===== src/design/atp_map.svh =====
// Trace port unit address map, field positions, reset values and timing
// Definitions only; included by the design modules
`ifndef ATP_MAP_SVH
`define ATP_MAP_SVH
`define ATP_ADDR_WIDTH  32'hE004_0004
`define ATP_ADDR_PROTO  32'hE004_00F0
`define ATP_ADDR_FFSTAT 32'hE004_0300
`define ATP_ADDR_FFCTRL 32'hE004_0304
`define ATP_RST_WIDTH   32'h0000_0001
`define ATP_RST_PROTO   2'h1
`define ATP_VAL_FFSTAT  32'h0000_0008
`define ATP_RST_FFCTRL  32'h0000_0102
`define ATP_FFCTRL_CONT 1
`define ATP_CFG_PINEN   5
`define ATP_CFG_MODE_LO 6
`define ATP_CFG_MODE_HI 7
`define ATP_TRACE_ASYNC 2'h0
`define ATP_SYNC_BYTE   8'hFF
`define ATP_SYNC_LAST   8'h7F
`define ATP_BAD_ID      7'h7F
`define ATP_ISYNC_HEAD  8'h80
`define ATP_ISYNC_LEN   3'h6
`define ATP_ISYNC_ID    7'h01
`define ATP_FULL_LAST   4'h3
`define ATP_HALF_LAST   4'h1
`define ATP_FRAME_LAST  4'hF
`define ATP_NRZ_BITS    4'hA
`define ATP_MAN_BITS    4'h9
`define ATP_CLK_NS      100
`define ATP_BIT_NS      800
`define ATP_HALF_CYCLES (`ATP_BIT_NS / 2 / `ATP_CLK_NS)
`endif


===== src/design/atp_pkg.sv =====
// Types shared by the trace port unit modules
// No dependencies
package atp_pkg;
    typedef enum logic [1:0] {ATP_PROTO_PORT, ATP_PROTO_MANCH, ATP_PROTO_NRZ, ATP_PROTO_RSVD} atp_proto_t;
    typedef enum logic [1:0] {OUT_IDLE, OUT_FULL, OUT_FRAME, OUT_HALF} atp_out_state_t;
endpackage


===== src/design/atp_top.sv =====
// Trace port unit: pin assignment, registers, formatter, sync insertion
// Assumes one clock equal to the bus clock; sources synchronous to it
//
// Operation
// - Trace pin unassigned after power-on reset
// - Enable bit with mode 00 routes trace
// - Config cleared only by power-on reset
// - Disabled pin: released, or test data out
// - Protocol field selects port, Manchester, NRZ
// - Frames of sixteen bytes
// - Mixed byte bit zero flags data or ID
// - Auxiliary bits: data bit zero or ID timing
// - Full sync word between frames only
// - Half sync word when port idle
// - Half sync only in continuous mode; full sync in any mode
// - Full sync after trace reset release
// - Trigger sends full sync, optional instrumentation sync
// - No sync counter; triggers from outside only
// - No synchronous multi-pin output
// - Bit time follows the bus clock
// - Registers gated by global trace enable
// - Port width register holds any written four-bit value
// - Formatter control fixed bits, continuous bit
// - Formatter status reads constant eight
`timescale 1ns/1ps
`include "atp_map.svh"
module atp_top
    import atp_pkg::*;
(
    // Clock and resets
    input  wire logic        clk_in,
    input  wire logic        reset_n_in,
    input  wire logic        power_on_reset_n_in,
    // Debug configuration register
    input  wire logic        dbg_cfg_wr_in,
    input  wire logic [31:0] dbg_cfg_wdata_in,
    output logic [31:0]      dbg_cfg_rdata_out,
    // Register bus
    input  wire logic        global_trace_enable_in,
    input  wire logic        psel_in,
    input  wire logic        penable_in,
    input  wire logic        pwrite_in,
    input  wire logic [31:0] paddr_in,
    input  wire logic [31:0] pwdata_in,
    output logic [31:0]      prdata_out,
    output logic             pready_out,
    output logic             pslverr_out,
    // Trace source
    input  wire logic        src_valid_in,
    input  wire logic [7:0]  src_data_in,
    input  wire logic [6:0]  src_id_in,
    output logic             src_ready_out,
    input  wire logic        sync_trigger_in,
    input  wire logic        instr_sync_enable_in,
    // Shared pin
    input  wire logic        jtag_mode_in,
    input  wire logic        test_data_out_in,
    input  wire logic        test_data_out_oe_in,
    output logic             serial_trace_out_out,
    output logic             serial_trace_out_oe_out
);

localparam logic [31:0] FFCTRL_RST = `ATP_RST_FFCTRL;
localparam logic [31:0] WIDTH_RST = `ATP_RST_WIDTH;

////////////////////////////////////////////////////////////////////////////////
// Debug configuration register

logic       pin_en_r, pin_en_nxt;
logic [1:0] mode_r, mode_nxt;
logic       trace_on;
logic       trace_rst_n;

always_comb
begin
    pin_en_nxt = pin_en_r;
    mode_nxt = mode_r;
    if (dbg_cfg_wr_in)
    begin
        pin_en_nxt = dbg_cfg_wdata_in[`ATP_CFG_PINEN];
        mode_nxt = dbg_cfg_wdata_in[`ATP_CFG_MODE_HI:`ATP_CFG_MODE_LO];
    end
end

always_ff @(posedge clk_in)
begin
    if (!power_on_reset_n_in)
    begin
        pin_en_r <= 1'b0;
        mode_r <= 2'h0;
    end
    else
    begin
        pin_en_r <= pin_en_nxt;
        mode_r <= mode_nxt;
    end
end

assign trace_on = pin_en_r && (mode_r == `ATP_TRACE_ASYNC);
assign trace_rst_n = power_on_reset_n_in && trace_on;
assign dbg_cfg_rdata_out = {24'h00_0000, mode_r, pin_en_r, 5'h00};

////////////////////////////////////////////////////////////////////////////////
// Register port

logic [3:0]  width_r, width_nxt;
atp_proto_t  proto_r, proto_nxt;
logic        cont_r, cont_nxt;
logic        cont_eff;
logic [31:0] prdata_r, prdata_nxt;
logic        apb_wr;
logic        apb_rd;

assign apb_wr = psel_in && penable_in && pwrite_in && global_trace_enable_in;
assign apb_rd = psel_in && !penable_in && !pwrite_in;
assign cont_eff = cont_r || (proto_r == ATP_PROTO_PORT);
assign prdata_out = prdata_r;
assign pready_out = 1'b1;
assign pslverr_out = 1'b0;

always_comb
begin
    width_nxt = width_r;
    proto_nxt = proto_r;
    cont_nxt = cont_r;
    prdata_nxt = prdata_r;
    if (apb_wr)
    begin
        if (paddr_in == `ATP_ADDR_WIDTH)
            width_nxt = pwdata_in[3:0];
        else if (paddr_in == `ATP_ADDR_PROTO)
            proto_nxt = atp_proto_t'(pwdata_in[1:0]);
        else if (paddr_in == `ATP_ADDR_FFCTRL && proto_r != ATP_PROTO_PORT)
            cont_nxt = pwdata_in[`ATP_FFCTRL_CONT];
    end
    if (apb_rd)
    begin
        if (!global_trace_enable_in)
            prdata_nxt = 32'h0000_0000;
        else if (paddr_in == `ATP_ADDR_WIDTH)
            prdata_nxt = {28'h000_0000, width_r};
        else if (paddr_in == `ATP_ADDR_PROTO)
            prdata_nxt = {30'h0000_0000, proto_r};
        else if (paddr_in == `ATP_ADDR_FFSTAT)
            prdata_nxt = `ATP_VAL_FFSTAT;
        else if (paddr_in == `ATP_ADDR_FFCTRL)
            prdata_nxt = {FFCTRL_RST[31:2], cont_eff, FFCTRL_RST[0]};
        else
            prdata_nxt = 32'h0000_0000;
    end
end

always_ff @(posedge clk_in)
begin
    if (!reset_n_in)
    begin
        width_r <= WIDTH_RST[3:0];
        proto_r <= atp_proto_t'(`ATP_RST_PROTO);
        cont_r <= FFCTRL_RST[`ATP_FFCTRL_CONT];
        prdata_r <= 32'h0000_0000;
    end
    else
    begin
        width_r <= width_nxt;
        proto_r <= proto_nxt;
        cont_r <= cont_nxt;
        prdata_r <= prdata_nxt;
    end
end

////////////////////////////////////////////////////////////////////////////////
// Formatter input

logic [7:0] ent_byte_r [15];
logic [7:0] ent_byte_nxt [15];
logic       ent_id_r [15];
logic       ent_id_nxt [15];
logic       ent_dly_r [15];
logic       ent_dly_nxt [15];
logic [3:0] pos_r, pos_nxt;
logic [6:0] cur_id_r, cur_id_nxt;
logic [2:0] isync_cnt_r, isync_cnt_nxt;
logic       fsync_pend_r, fsync_pend_nxt;
logic       isync_active;
logic       in_valid;
logic       in_bad;
logic [6:0] in_id;
logic [7:0] in_byte;
logic       frame_full;
logic       frame_done;
logic       fmt_take;
logic [3:0] pos_prev;

assign isync_active = (isync_cnt_r != 3'h0) && !(isync_cnt_r == `ATP_ISYNC_LEN && fsync_pend_r);
assign in_valid = isync_active || src_valid_in;
assign in_id = isync_active ? `ATP_ISYNC_ID : src_id_in;
assign in_byte = !isync_active ? src_data_in :
                 (isync_cnt_r == `ATP_ISYNC_LEN) ? `ATP_ISYNC_HEAD : 8'h00;
assign in_bad = !isync_active && (src_id_in == `ATP_BAD_ID);
assign frame_full = (pos_r == `ATP_FRAME_LAST);
assign pos_prev = pos_r - 4'h1;
assign src_ready_out = !isync_active && (in_bad || fmt_take);

always_comb
begin
    ent_byte_nxt = ent_byte_r;
    ent_id_nxt = ent_id_r;
    ent_dly_nxt = ent_dly_r;
    pos_nxt = pos_r;
    cur_id_nxt = cur_id_r;
    fmt_take = 1'b0;
    if (frame_done)
        pos_nxt = 4'h0;
    else if (in_valid && !frame_full && !in_bad)
    begin
        if (in_id != cur_id_r)
        begin
            cur_id_nxt = in_id;
            if (pos_r[0] && ent_id_r[pos_prev])
                ent_byte_nxt[pos_prev] = {1'b0, in_id};
            else if (pos_r[0])
            begin
                ent_byte_nxt[pos_prev] = {1'b0, in_id};
                ent_id_nxt[pos_prev] = 1'b1;
                ent_dly_nxt[pos_prev] = 1'b1;
                ent_byte_nxt[pos_r] = ent_byte_r[pos_prev];
                ent_id_nxt[pos_r] = 1'b0;
                pos_nxt = pos_r + 4'h1;
            end
            else
            begin
                ent_byte_nxt[pos_r] = {1'b0, in_id};
                ent_id_nxt[pos_r] = 1'b1;
                ent_dly_nxt[pos_r] = 1'b0;
                pos_nxt = pos_r + 4'h1;
            end
        end
        else
        begin
            ent_byte_nxt[pos_r] = in_byte;
            ent_id_nxt[pos_r] = 1'b0;
            ent_dly_nxt[pos_r] = 1'b0;
            pos_nxt = pos_r + 4'h1;
            fmt_take = 1'b1;
        end
    end
end

always_ff @(posedge clk_in)
begin
    if (!trace_rst_n)
    begin
        ent_byte_r <= '{default: 8'h00};
        ent_id_r <= '{default: 1'b0};
        ent_dly_r <= '{default: 1'b0};
        pos_r <= 4'h0;
        cur_id_r <= 7'h00;
    end
    else
    begin
        ent_byte_r <= ent_byte_nxt;
        ent_id_r <= ent_id_nxt;
        ent_dly_r <= ent_dly_nxt;
        pos_r <= pos_nxt;
        cur_id_r <= cur_id_nxt;
    end
end

////////////////////////////////////////////////////////////////////////////////
// Frame assembly

logic [7:0] fbyte [16];
logic [7:0] aux_byte;

genvar gi;
generate
    for (gi = 0; gi < 8; gi++)
    begin : g_slot
        assign fbyte[2*gi] = ent_id_r[2*gi] ? {ent_byte_r[2*gi][6:0], 1'b1} :
                                              {ent_byte_r[2*gi][7:1], 1'b0};
        assign aux_byte[gi] = ent_id_r[2*gi] ? ent_dly_r[2*gi] : ent_byte_r[2*gi][0];
        if (gi < 7)
        begin : g_data
            assign fbyte[2*gi+1] = ent_byte_r[2*gi+1];
        end
    end
endgenerate
assign fbyte[15] = aux_byte;

////////////////////////////////////////////////////////////////////////////////
// Output scheduler

atp_out_state_t out_state_r, out_state_nxt;
logic [3:0]     oidx_r, oidx_nxt;
logic [7:0]     obyte;
logic           ovalid;
logic           oready;
logic           olast;

assign ovalid = (out_state_r != OUT_IDLE);

always_comb
begin
    out_state_nxt = out_state_r;
    oidx_nxt = oidx_r;
    fsync_pend_nxt = fsync_pend_r;
    isync_cnt_nxt = isync_cnt_r;
    frame_done = 1'b0;
    case (out_state_r)
        OUT_FULL:
        begin
            obyte = (oidx_r == `ATP_FULL_LAST) ? `ATP_SYNC_LAST : `ATP_SYNC_BYTE;
            olast = (oidx_r == `ATP_FULL_LAST);
        end
        OUT_HALF:
        begin
            obyte = (oidx_r == `ATP_HALF_LAST) ? `ATP_SYNC_LAST : `ATP_SYNC_BYTE;
            olast = (oidx_r == `ATP_HALF_LAST);
        end
        OUT_FRAME:
        begin
            obyte = fbyte[oidx_r];
            olast = (oidx_r == `ATP_FRAME_LAST);
        end
        default:
        begin
            obyte = `ATP_SYNC_BYTE;
            olast = 1'b0;
        end
    endcase
    case (out_state_r)
        OUT_IDLE:
        begin
            if (fsync_pend_r)
            begin
                out_state_nxt = OUT_FULL;
                fsync_pend_nxt = 1'b0;
            end
            else if (frame_full)
                out_state_nxt = OUT_FRAME;
            else if (cont_eff && !in_valid)
                out_state_nxt = OUT_HALF;
        end
        default:
        begin
            if (oready)
            begin
                if (olast)
                begin
                    out_state_nxt = OUT_IDLE;
                    oidx_nxt = 4'h0;
                    frame_done = (out_state_r == OUT_FRAME);
                end
                else
                    oidx_nxt = oidx_r + 4'h1;
            end
        end
    endcase
    if (isync_active && fmt_take)
        isync_cnt_nxt = isync_cnt_r - 3'h1;
    if (sync_trigger_in)
    begin
        fsync_pend_nxt = 1'b1;
        if (instr_sync_enable_in && isync_cnt_r == 3'h0)
            isync_cnt_nxt = `ATP_ISYNC_LEN;
    end
end

always_ff @(posedge clk_in)
begin
    if (!trace_rst_n)
    begin
        out_state_r <= OUT_IDLE;
        oidx_r <= 4'h0;
        fsync_pend_r <= 1'b1;
        isync_cnt_r <= 3'h0;
    end
    else
    begin
        out_state_r <= out_state_nxt;
        oidx_r <= oidx_nxt;
        fsync_pend_r <= fsync_pend_nxt;
        isync_cnt_r <= isync_cnt_nxt;
    end
end

////////////////////////////////////////////////////////////////////////////////
// Line encoder and pin assignment

logic ser_line;

atp_serializer u_ser (
    .clk_in         (clk_in),
    .rst_n_in       (trace_rst_n),
    .proto_in       (proto_r),
    .byte_valid_in  (ovalid),
    .byte_in        (obyte),
    .byte_ready_out (oready),
    .line_out       (ser_line)
);

always_comb
begin
    if (trace_on)
    begin
        serial_trace_out_out = ser_line;
        serial_trace_out_oe_out = 1'b1;
    end
    else if (jtag_mode_in)
    begin
        serial_trace_out_out = test_data_out_in;
        serial_trace_out_oe_out = test_data_out_oe_in;
    end
    else
    begin
        serial_trace_out_out = 1'b0;
        serial_trace_out_oe_out = 1'b0;
    end
end

////////////////////////////////////////////////////////////////////////////////
// Checks

a_pin_unassigned:
    assert property (@(posedge clk_in) disable iff (!power_on_reset_n_in)
        !$past(power_on_reset_n_in) |-> !trace_on && (jtag_mode_in || !serial_trace_out_oe_out))
    else $error("Trace pin assigned after power-on reset");
a_swd_released:
    assert property (@(posedge clk_in) disable iff (!power_on_reset_n_in)
        (!trace_on && !jtag_mode_in) |-> !serial_trace_out_oe_out)
    else $error("Pin not released with trace off");
a_trace_route:
    assert property (@(posedge clk_in) disable iff (!power_on_reset_n_in)
        trace_on |-> serial_trace_out_oe_out && (serial_trace_out_out == ser_line))
    else $error("Trace not routed to pin");
a_cfg_in_reset:
    assert property (@(posedge clk_in) disable iff (!power_on_reset_n_in)
        (!reset_n_in && dbg_cfg_wr_in) |=> pin_en_r == $past(dbg_cfg_wdata_in[5]))
    else $error("Config write lost under system reset");
a_read_gated:
    assert property (@(posedge clk_in) disable iff (!reset_n_in)
        (apb_rd && !global_trace_enable_in) |=> prdata_out == 32'h0000_0000)
    else $error("Read not zero with trace disabled");
a_ffctrl_port:
    assert property (@(posedge clk_in) disable iff (!reset_n_in)
        (apb_rd && global_trace_enable_in && paddr_in == 32'hE004_0304 && proto_r == ATP_PROTO_PORT)
        |=> prdata_out == 32'h0000_0102)
    else $error("Formatter control read wrong");
a_ffstat_const:
    assert property (@(posedge clk_in) disable iff (!reset_n_in)
        (apb_rd && global_trace_enable_in && paddr_in == 32'hE004_0300) |=> prdata_out == 32'h0000_0008)
    else $error("Formatter status read wrong");
a_first_sync:
    assert property (@(posedge clk_in) disable iff (!power_on_reset_n_in)
        $rose(trace_on) |=> out_state_r == OUT_FULL && isync_cnt_r == 3'h0)
    else $error("No full sync after trace reset release");
a_mixed_flag:
    assert property (@(posedge clk_in) disable iff (!trace_rst_n)
        (out_state_r == OUT_FRAME && !oidx_r[0] && oidx_r != 4'hF) |-> obyte[0] == ent_id_r[oidx_r])
    else $error("Mixed byte flag wrong");

endmodule


===== src/design/atp_serializer.sv =====
// Serial line encoder for the trace pin, Manchester or NRZ
// Assumes byte source holds data stable while valid
`timescale 1ns/1ps
`include "atp_map.svh"
module atp_serializer
    import atp_pkg::*;
(
    // Clock and reset
    input  wire logic       clk_in,
    input  wire logic       rst_n_in,
    // Line format
    input  wire atp_proto_t proto_in,
    // Byte stream
    input  wire logic       byte_valid_in,
    input  wire logic [7:0] byte_in,
    output logic            byte_ready_out,
    // Serial line
    output logic            line_out
);

localparam logic [7:0] HALF_LAST = 8'(`ATP_HALF_CYCLES - 1);

logic [9:0] shift_r, shift_nxt;
logic [3:0] bits_r, bits_nxt;
logic [7:0] tick_r, tick_nxt;
logic       half_r, half_nxt;
logic       line_r, line_nxt;
logic       nrz;
logic       run;

assign nrz = (proto_in == ATP_PROTO_NRZ);
assign run = nrz || (proto_in == ATP_PROTO_MANCH);
assign byte_ready_out = run && (bits_r == 4'h0);
assign line_out = line_r;

always_comb
begin
    shift_nxt = shift_r;
    bits_nxt = bits_r;
    tick_nxt = tick_r;
    half_nxt = half_r;
    line_nxt = nrz;
    if (byte_ready_out && byte_valid_in)
    begin
        shift_nxt = nrz ? {1'b1, byte_in, 1'b0} : {1'b0, byte_in, 1'b1};
        bits_nxt = nrz ? `ATP_NRZ_BITS : `ATP_MAN_BITS;
        tick_nxt = 8'h00;
        half_nxt = 1'b0;
    end
    else if (bits_r != 4'h0)
    begin
        line_nxt = nrz ? shift_r[0] : (shift_r[0] ^ half_r);
        if (tick_r == HALF_LAST)
        begin
            tick_nxt = 8'h00;
            half_nxt = !half_r;
            if (half_r)
            begin
                shift_nxt = {1'b0, shift_r[9:1]};
                bits_nxt = bits_r - 4'h1;
            end
        end
        else
            tick_nxt = tick_r + 8'h01;
    end
end

always_ff @(posedge clk_in)
begin
    if (!rst_n_in)
    begin
        shift_r <= 10'h000;
        bits_r <= 4'h0;
        tick_r <= 8'h00;
        half_r <= 1'b0;
        line_r <= nrz;
    end
    else
    begin
        shift_r <= shift_nxt;
        bits_r <= bits_nxt;
        tick_r <= tick_nxt;
        half_r <= half_nxt;
        line_r <= line_nxt;
    end
end

a_nrz_start:
    assert property (@(posedge clk_in) disable iff (!rst_n_in)
        (byte_valid_in && byte_ready_out && nrz) |-> ##2 (!line_out) [*8])
    else $error("NRZ start bit missing");
a_man_start:
    assert property (@(posedge clk_in) disable iff (!rst_n_in)
        (byte_valid_in && byte_ready_out && proto_in == ATP_PROTO_MANCH)
        |-> ##2 line_out [*4] ##1 (!line_out) [*4])
    else $error("Manchester start bit wrong");

endmodule


===== config.mk =====
export PLATFORM = sky130hd
export DESIGN_NAME = atp_top
export DESIGN_NICKNAME = d
export VERILOG_FILES = /design/src/design/atp_pkg.sv /design/src/design/atp_top.sv /design/src/design/atp_serializer.sv
export VERILOG_INCLUDE_DIRS = /design/src /design/src/design
export SDC_FILE = /design/constraint.sdc
export NUM_CORES = 1
export LEC_CHECK = 0
export ABC_AREA = 1
export BUFFER_PORTS_ARGS = -buffer_cell sky130_fd_sc_hd__buf_2
export CAP_MARGIN = 20
export CORE_MARGIN = 4
export CORE_UTILIZATION = 35
export CTS_BUF_LIST = sky130_fd_sc_hd__clkbuf_8
export DETAILED_ROUTE_END_ITERATION = 7
export GPL_TIMING_DRIVEN = 0
export PLACE_DENSITY = 0.48
export SLEW_MARGIN = 5
export SYNTH_ARGS = -nofsm -noshare
export SYNTH_HDL_FRONTEND = slang
export SYNTH_HIERARCHICAL = 1
export SYNTH_SLANG_ARGS = --single-unit

===== constraint.sdc =====
create_clock -name clk_in -period 4.6 [get_ports clk_in]
set_input_delay 0.69 -clock clk_in [delete_from_list [all_inputs] [get_ports clk_in]]
set_output_delay 0.69 -clock clk_in [all_outputs]
set_load 0.01 [all_outputs]

==> results.md <==
* Rel. slew slack at 9.57%
* Clk sink count at 203
* CP Capture Point: ent_byte_r[50]$_SDFFE_PN0P_
* CTS tree: yes
* Yosys top cell area share at 21.4%
* Synth warn at 6
* Num CTS Buffers at 46
* CP max FO at 14
* Htree depth at 2
* Sequential Power Share at 37.0%
* Port bufs at 78
* Peak Freq at about 220 MHz
* P_int at between 0.003 and 0.004 W
* Initial Util at around 36%
* Synth Flop Type: dfxtp_1
* DPL Wire Length at 102,000 um
* Post-route ant nets at 0
* Area grow syn2layout at 14.8%
* Placer congestion estimate at 1.13
* Switching Share at around a third
* R2R Path End: ent_byte_r[50]$_SDFFE_PN0P_
* Antenna violations before repair at 8
* Setup CP Type: register to register
* Status: finished, violations left
* Cell taking the most area after synthesis: nand2_1
* Reg2reg start: pos_r[0]$_SDFFE_PP0P_
* Post-synthesis compound-gate area fraction at between 15 and 20%
* First-pass GRT wire length at 189,000 um
* Hold Crit Class: input port to register
* Post-Synthesis Cell Area at between 15,000 and 20,000 um^2
* Clock Skew at between 30 and 40 ps
* Tightest Pin Transition at roughly 1400 ps
* Final count of negative-setup-slack endpoints at 14
* Die ar. at 60,500 um^2
* Clock latency at the later pin of the worst-skew pair at 680 ps
* Worst R2R Path Depth at 19
* Area contributors post-synth: nand2_1, dfxtp_1, nor2_1
* Synth top cells by count: nand2_1, nor2_1, nand3_1, inv_1, o21ai_0
* Fin nets at 4,103
* Worst-path clk slew at 60 ps
* Top-count cell post-synth: nand2_1
* PnR worst setup slack at -29.6 ps
* Hold Vio Cnt, Final at 0
* Final Max Slew Viols at 0
* Largest net degree at the start of global routing at 17
* Post-synth ARST share at 0%
* # hold bufs at CTS at 0
* Number of global-route vias before repair at 24,700
* WHS at 245 ps
* Mapped Cells at 3,760
* Routed WL per cell at 29.2 um
* MaxCap Viol Count at 0
* Ratio of cells with drive above 1 in the final layout at 9.81%
* Post-Synth Adder-Cell Area at 0.947%
* Clock Power Share at 46.2%
* Root buffer cell: clkbuf_8
* Via count at 27,700
* Yosys cell types at 45
* Leak Pwr at 11.2 nW
* DRT Pass-1 Iters at 6
* Worst VDD drop at 192 uV
* Post-synthesis register bit count at 203
* Mux cell area share after synthesis at 0%
* Fin crit share at 101%
* Core ar. at 55,600 um^2
* GRT Total Usage at 44.2%
* NetSw at around 0.0017 W
* Row cnt at 86
* Die Wd at between 200 and 250 um
* Die Y at 246 um
* Combinational family with the most area after synthesis: simple AND/OR/NAND/NOR gates
* Critical path capture point type: register
* Tmin final at around 4600 ps
* Number of DRC markers in iteration 0 at 4,325
* # IOs at about 190
* Post-synth EDFFs at 0
* Seq/Total Area, Yosys at approximately 20%
* Critical Path Start: pos_r[0]$_SDFFE_PP0P_
* P per Cell Area at 211 nW/um^2
* Via-per-instance ratio at 5.83
* GRT Residual Overflow at 0
* Post-Synth XOR/XNOR Area at 0.398%
* Failing checks: setup timing
* Worst Setup Start Kind: register
* Syn_area_per_cell at 5.27 um^2
* Max clock buf depth at 3
* Combinational Power Share at between 15 and 20%
* Final core occ at 40.9%
* Simple-Gate Fraction of Synth Area at 44.8%
* Detailed Route WL at 139,000 um
* Worst EP required at 5210 ps
* Flop2flop setup slack at -30 ps
* WP data arrival at 5240 ps
* RSZ-0062 raised after global routing: no
* # DRC at 0
## cell type report
cell class                 instances  area (um^2)
multi-input combinational       2937        13100
clock buffer                      56          771
sequential                       203         4060
timing repair buffer             101          721
fill                            6545        32900
inverter                         378         1420
tap                              748          936
buffer                           296         1630
clock inverter                    23          141
antenna                            4         10.0
## how the worst min path moves through the flow
| stage | from | end | slack, ps | cells after the start |
|---|---|---|---|---|
| 3_5_place_dp | prdata_out[0]$_SDFFE_PN0P_ | prdata_out[0]$_SDFFE_PN0P_ | 460 | 2 |
| 3_3_place_gp | prdata_out[0]$_SDFFE_PN0P_ | prdata_out[0]$_SDFFE_PN0P_ | 450 | 2 |
| 4_1_cts | sync_trigger_in | fsync_pend_r$_SDFFE_PP1P_ | 220 | 3 |
| 5_1_grt | dbg_cfg_wdata_in[5] | pin_en_r$_SDFFE_PN0P_ | 250 | 3 |
| 2_1_floorplan | cur_id_r[4]$_SDFFE_PN0P_ | cur_id_r[4]$_SDFFE_PN0P_ | 440 | 2 |
| 6_report | sync_trigger_in | fsync_pend_r$_SDFFE_PP1P_ | 250 | 3 |
## power groups by stage
stage	combinational, W	sequential (W)	clock (W)
6_report	0.000804	0.00178	0.00221
5_1_grt	0.000816	0.00178	0.00229
4_1_cts	0.000742	0.00178	0.00222
3_5_place_dp	0.000738	0.00181	0
3_3_place_gp	0.000713	0.00181	0
2_1_floorplan	0.000376	0.00181	0
## flip-flops by register name, indices dropped and copies added (netlist names)
signal	count
cont_r	1
cur_id_r	7
ent_byte_r	120
ent_dly_r	8
ent_id_r	15
fsync_pend_r	1
isync_cnt_r	3
mode_r	2
oidx_r	4
out_state_r	2
pin_en_r	1
pos_r	4
prdata_out	5
proto_r	2
u_ser/bits_r	4
u_ser/half_r	1
u_ser/line_out	1
u_ser/shift_r	10
u_ser/tick_r	8
width_r	4
## routing by layer
layer	share of wire (%)	track usage [%]	vias to the layer above
li1	-	-	12300
met1	38	56.5	12600
met2	38	60.3	2177
met3	14	15.9	626
met4	9.7	33.0	12
met5	0.061	0	-
## timing repair
action	in CTS	in global routing
hold endpoints to repair	0	0
gates resized for setup	47	15
setup endpoints to repair	148	103
cloned	0	0
setup buffers	0	0
## metrics by stage
stage               setup TNS, ps  cells  area (um^2)  total power (W)  setup slack, ps
global placement          -208940   4642        21400          0.00253            -2100
floorplan                       0   3816        20000          0.00219             1210
global route                    0   4743        22700          0.00488            0.909
CTS                             0   4739        22700          0.00474              101
detailed placement        -194150   4662        21700          0.00255            -1940
finish                       -151   4746        22700          0.00480            -29.6
## placed cells by master, fill, tap and decap left out, types with 7 or more instances in the layout
master / instances
nand2_1: 1127
nor2_1: 584
inv_1: 369
nand3_1: 358
o21ai_0: 340
a21oi_1: 285
dfxtp_1: 203
buf_2: 146
clkbuf_1: 106
buf_4: 81
conb_1: 58
clkbuf_8: 56
o211ai_1: 38
nand4_1: 21
nor3_1: 19
buf_8: 19
buf_6: 16
clkinv_1: 15
nand3b_1: 15
ha_1: 14
buf_1: 13
xor2_1: 9
clkbuf_4: 8
clkbuf_2: 8
a211oi_1: 7
inv_2: 7
nand2_4: 7
nor2_2: 7
## kinds of logic after synthesis
kind of cell,Yosys count
AOI/OAI and AO/OA,691
adders and majority gates,15
DFF,203
and+or+nand+nor,2164
other,2
xor gates and xnor gates,9
buffers and inverters,676
## critical path: stages (launching register included)
cell and delay [ps]:
dfxtp_1 410, buf_2 290, inv_4 150, buf_4 240, clkbuf_4 260, clkbuf_4 280, ha_1 250, inv_1 200
nand2_1 80, nand2_1 180, clkbuf_1 640, nand2_1 230, nand2_1 120, nand2_1 280, buf_2 370, nand3_1 140
a21oi_1 70, nor2_1 180, nor2_1 60, nor2_1 90
No activity file was read; power rests on OpenSTA's default activity.
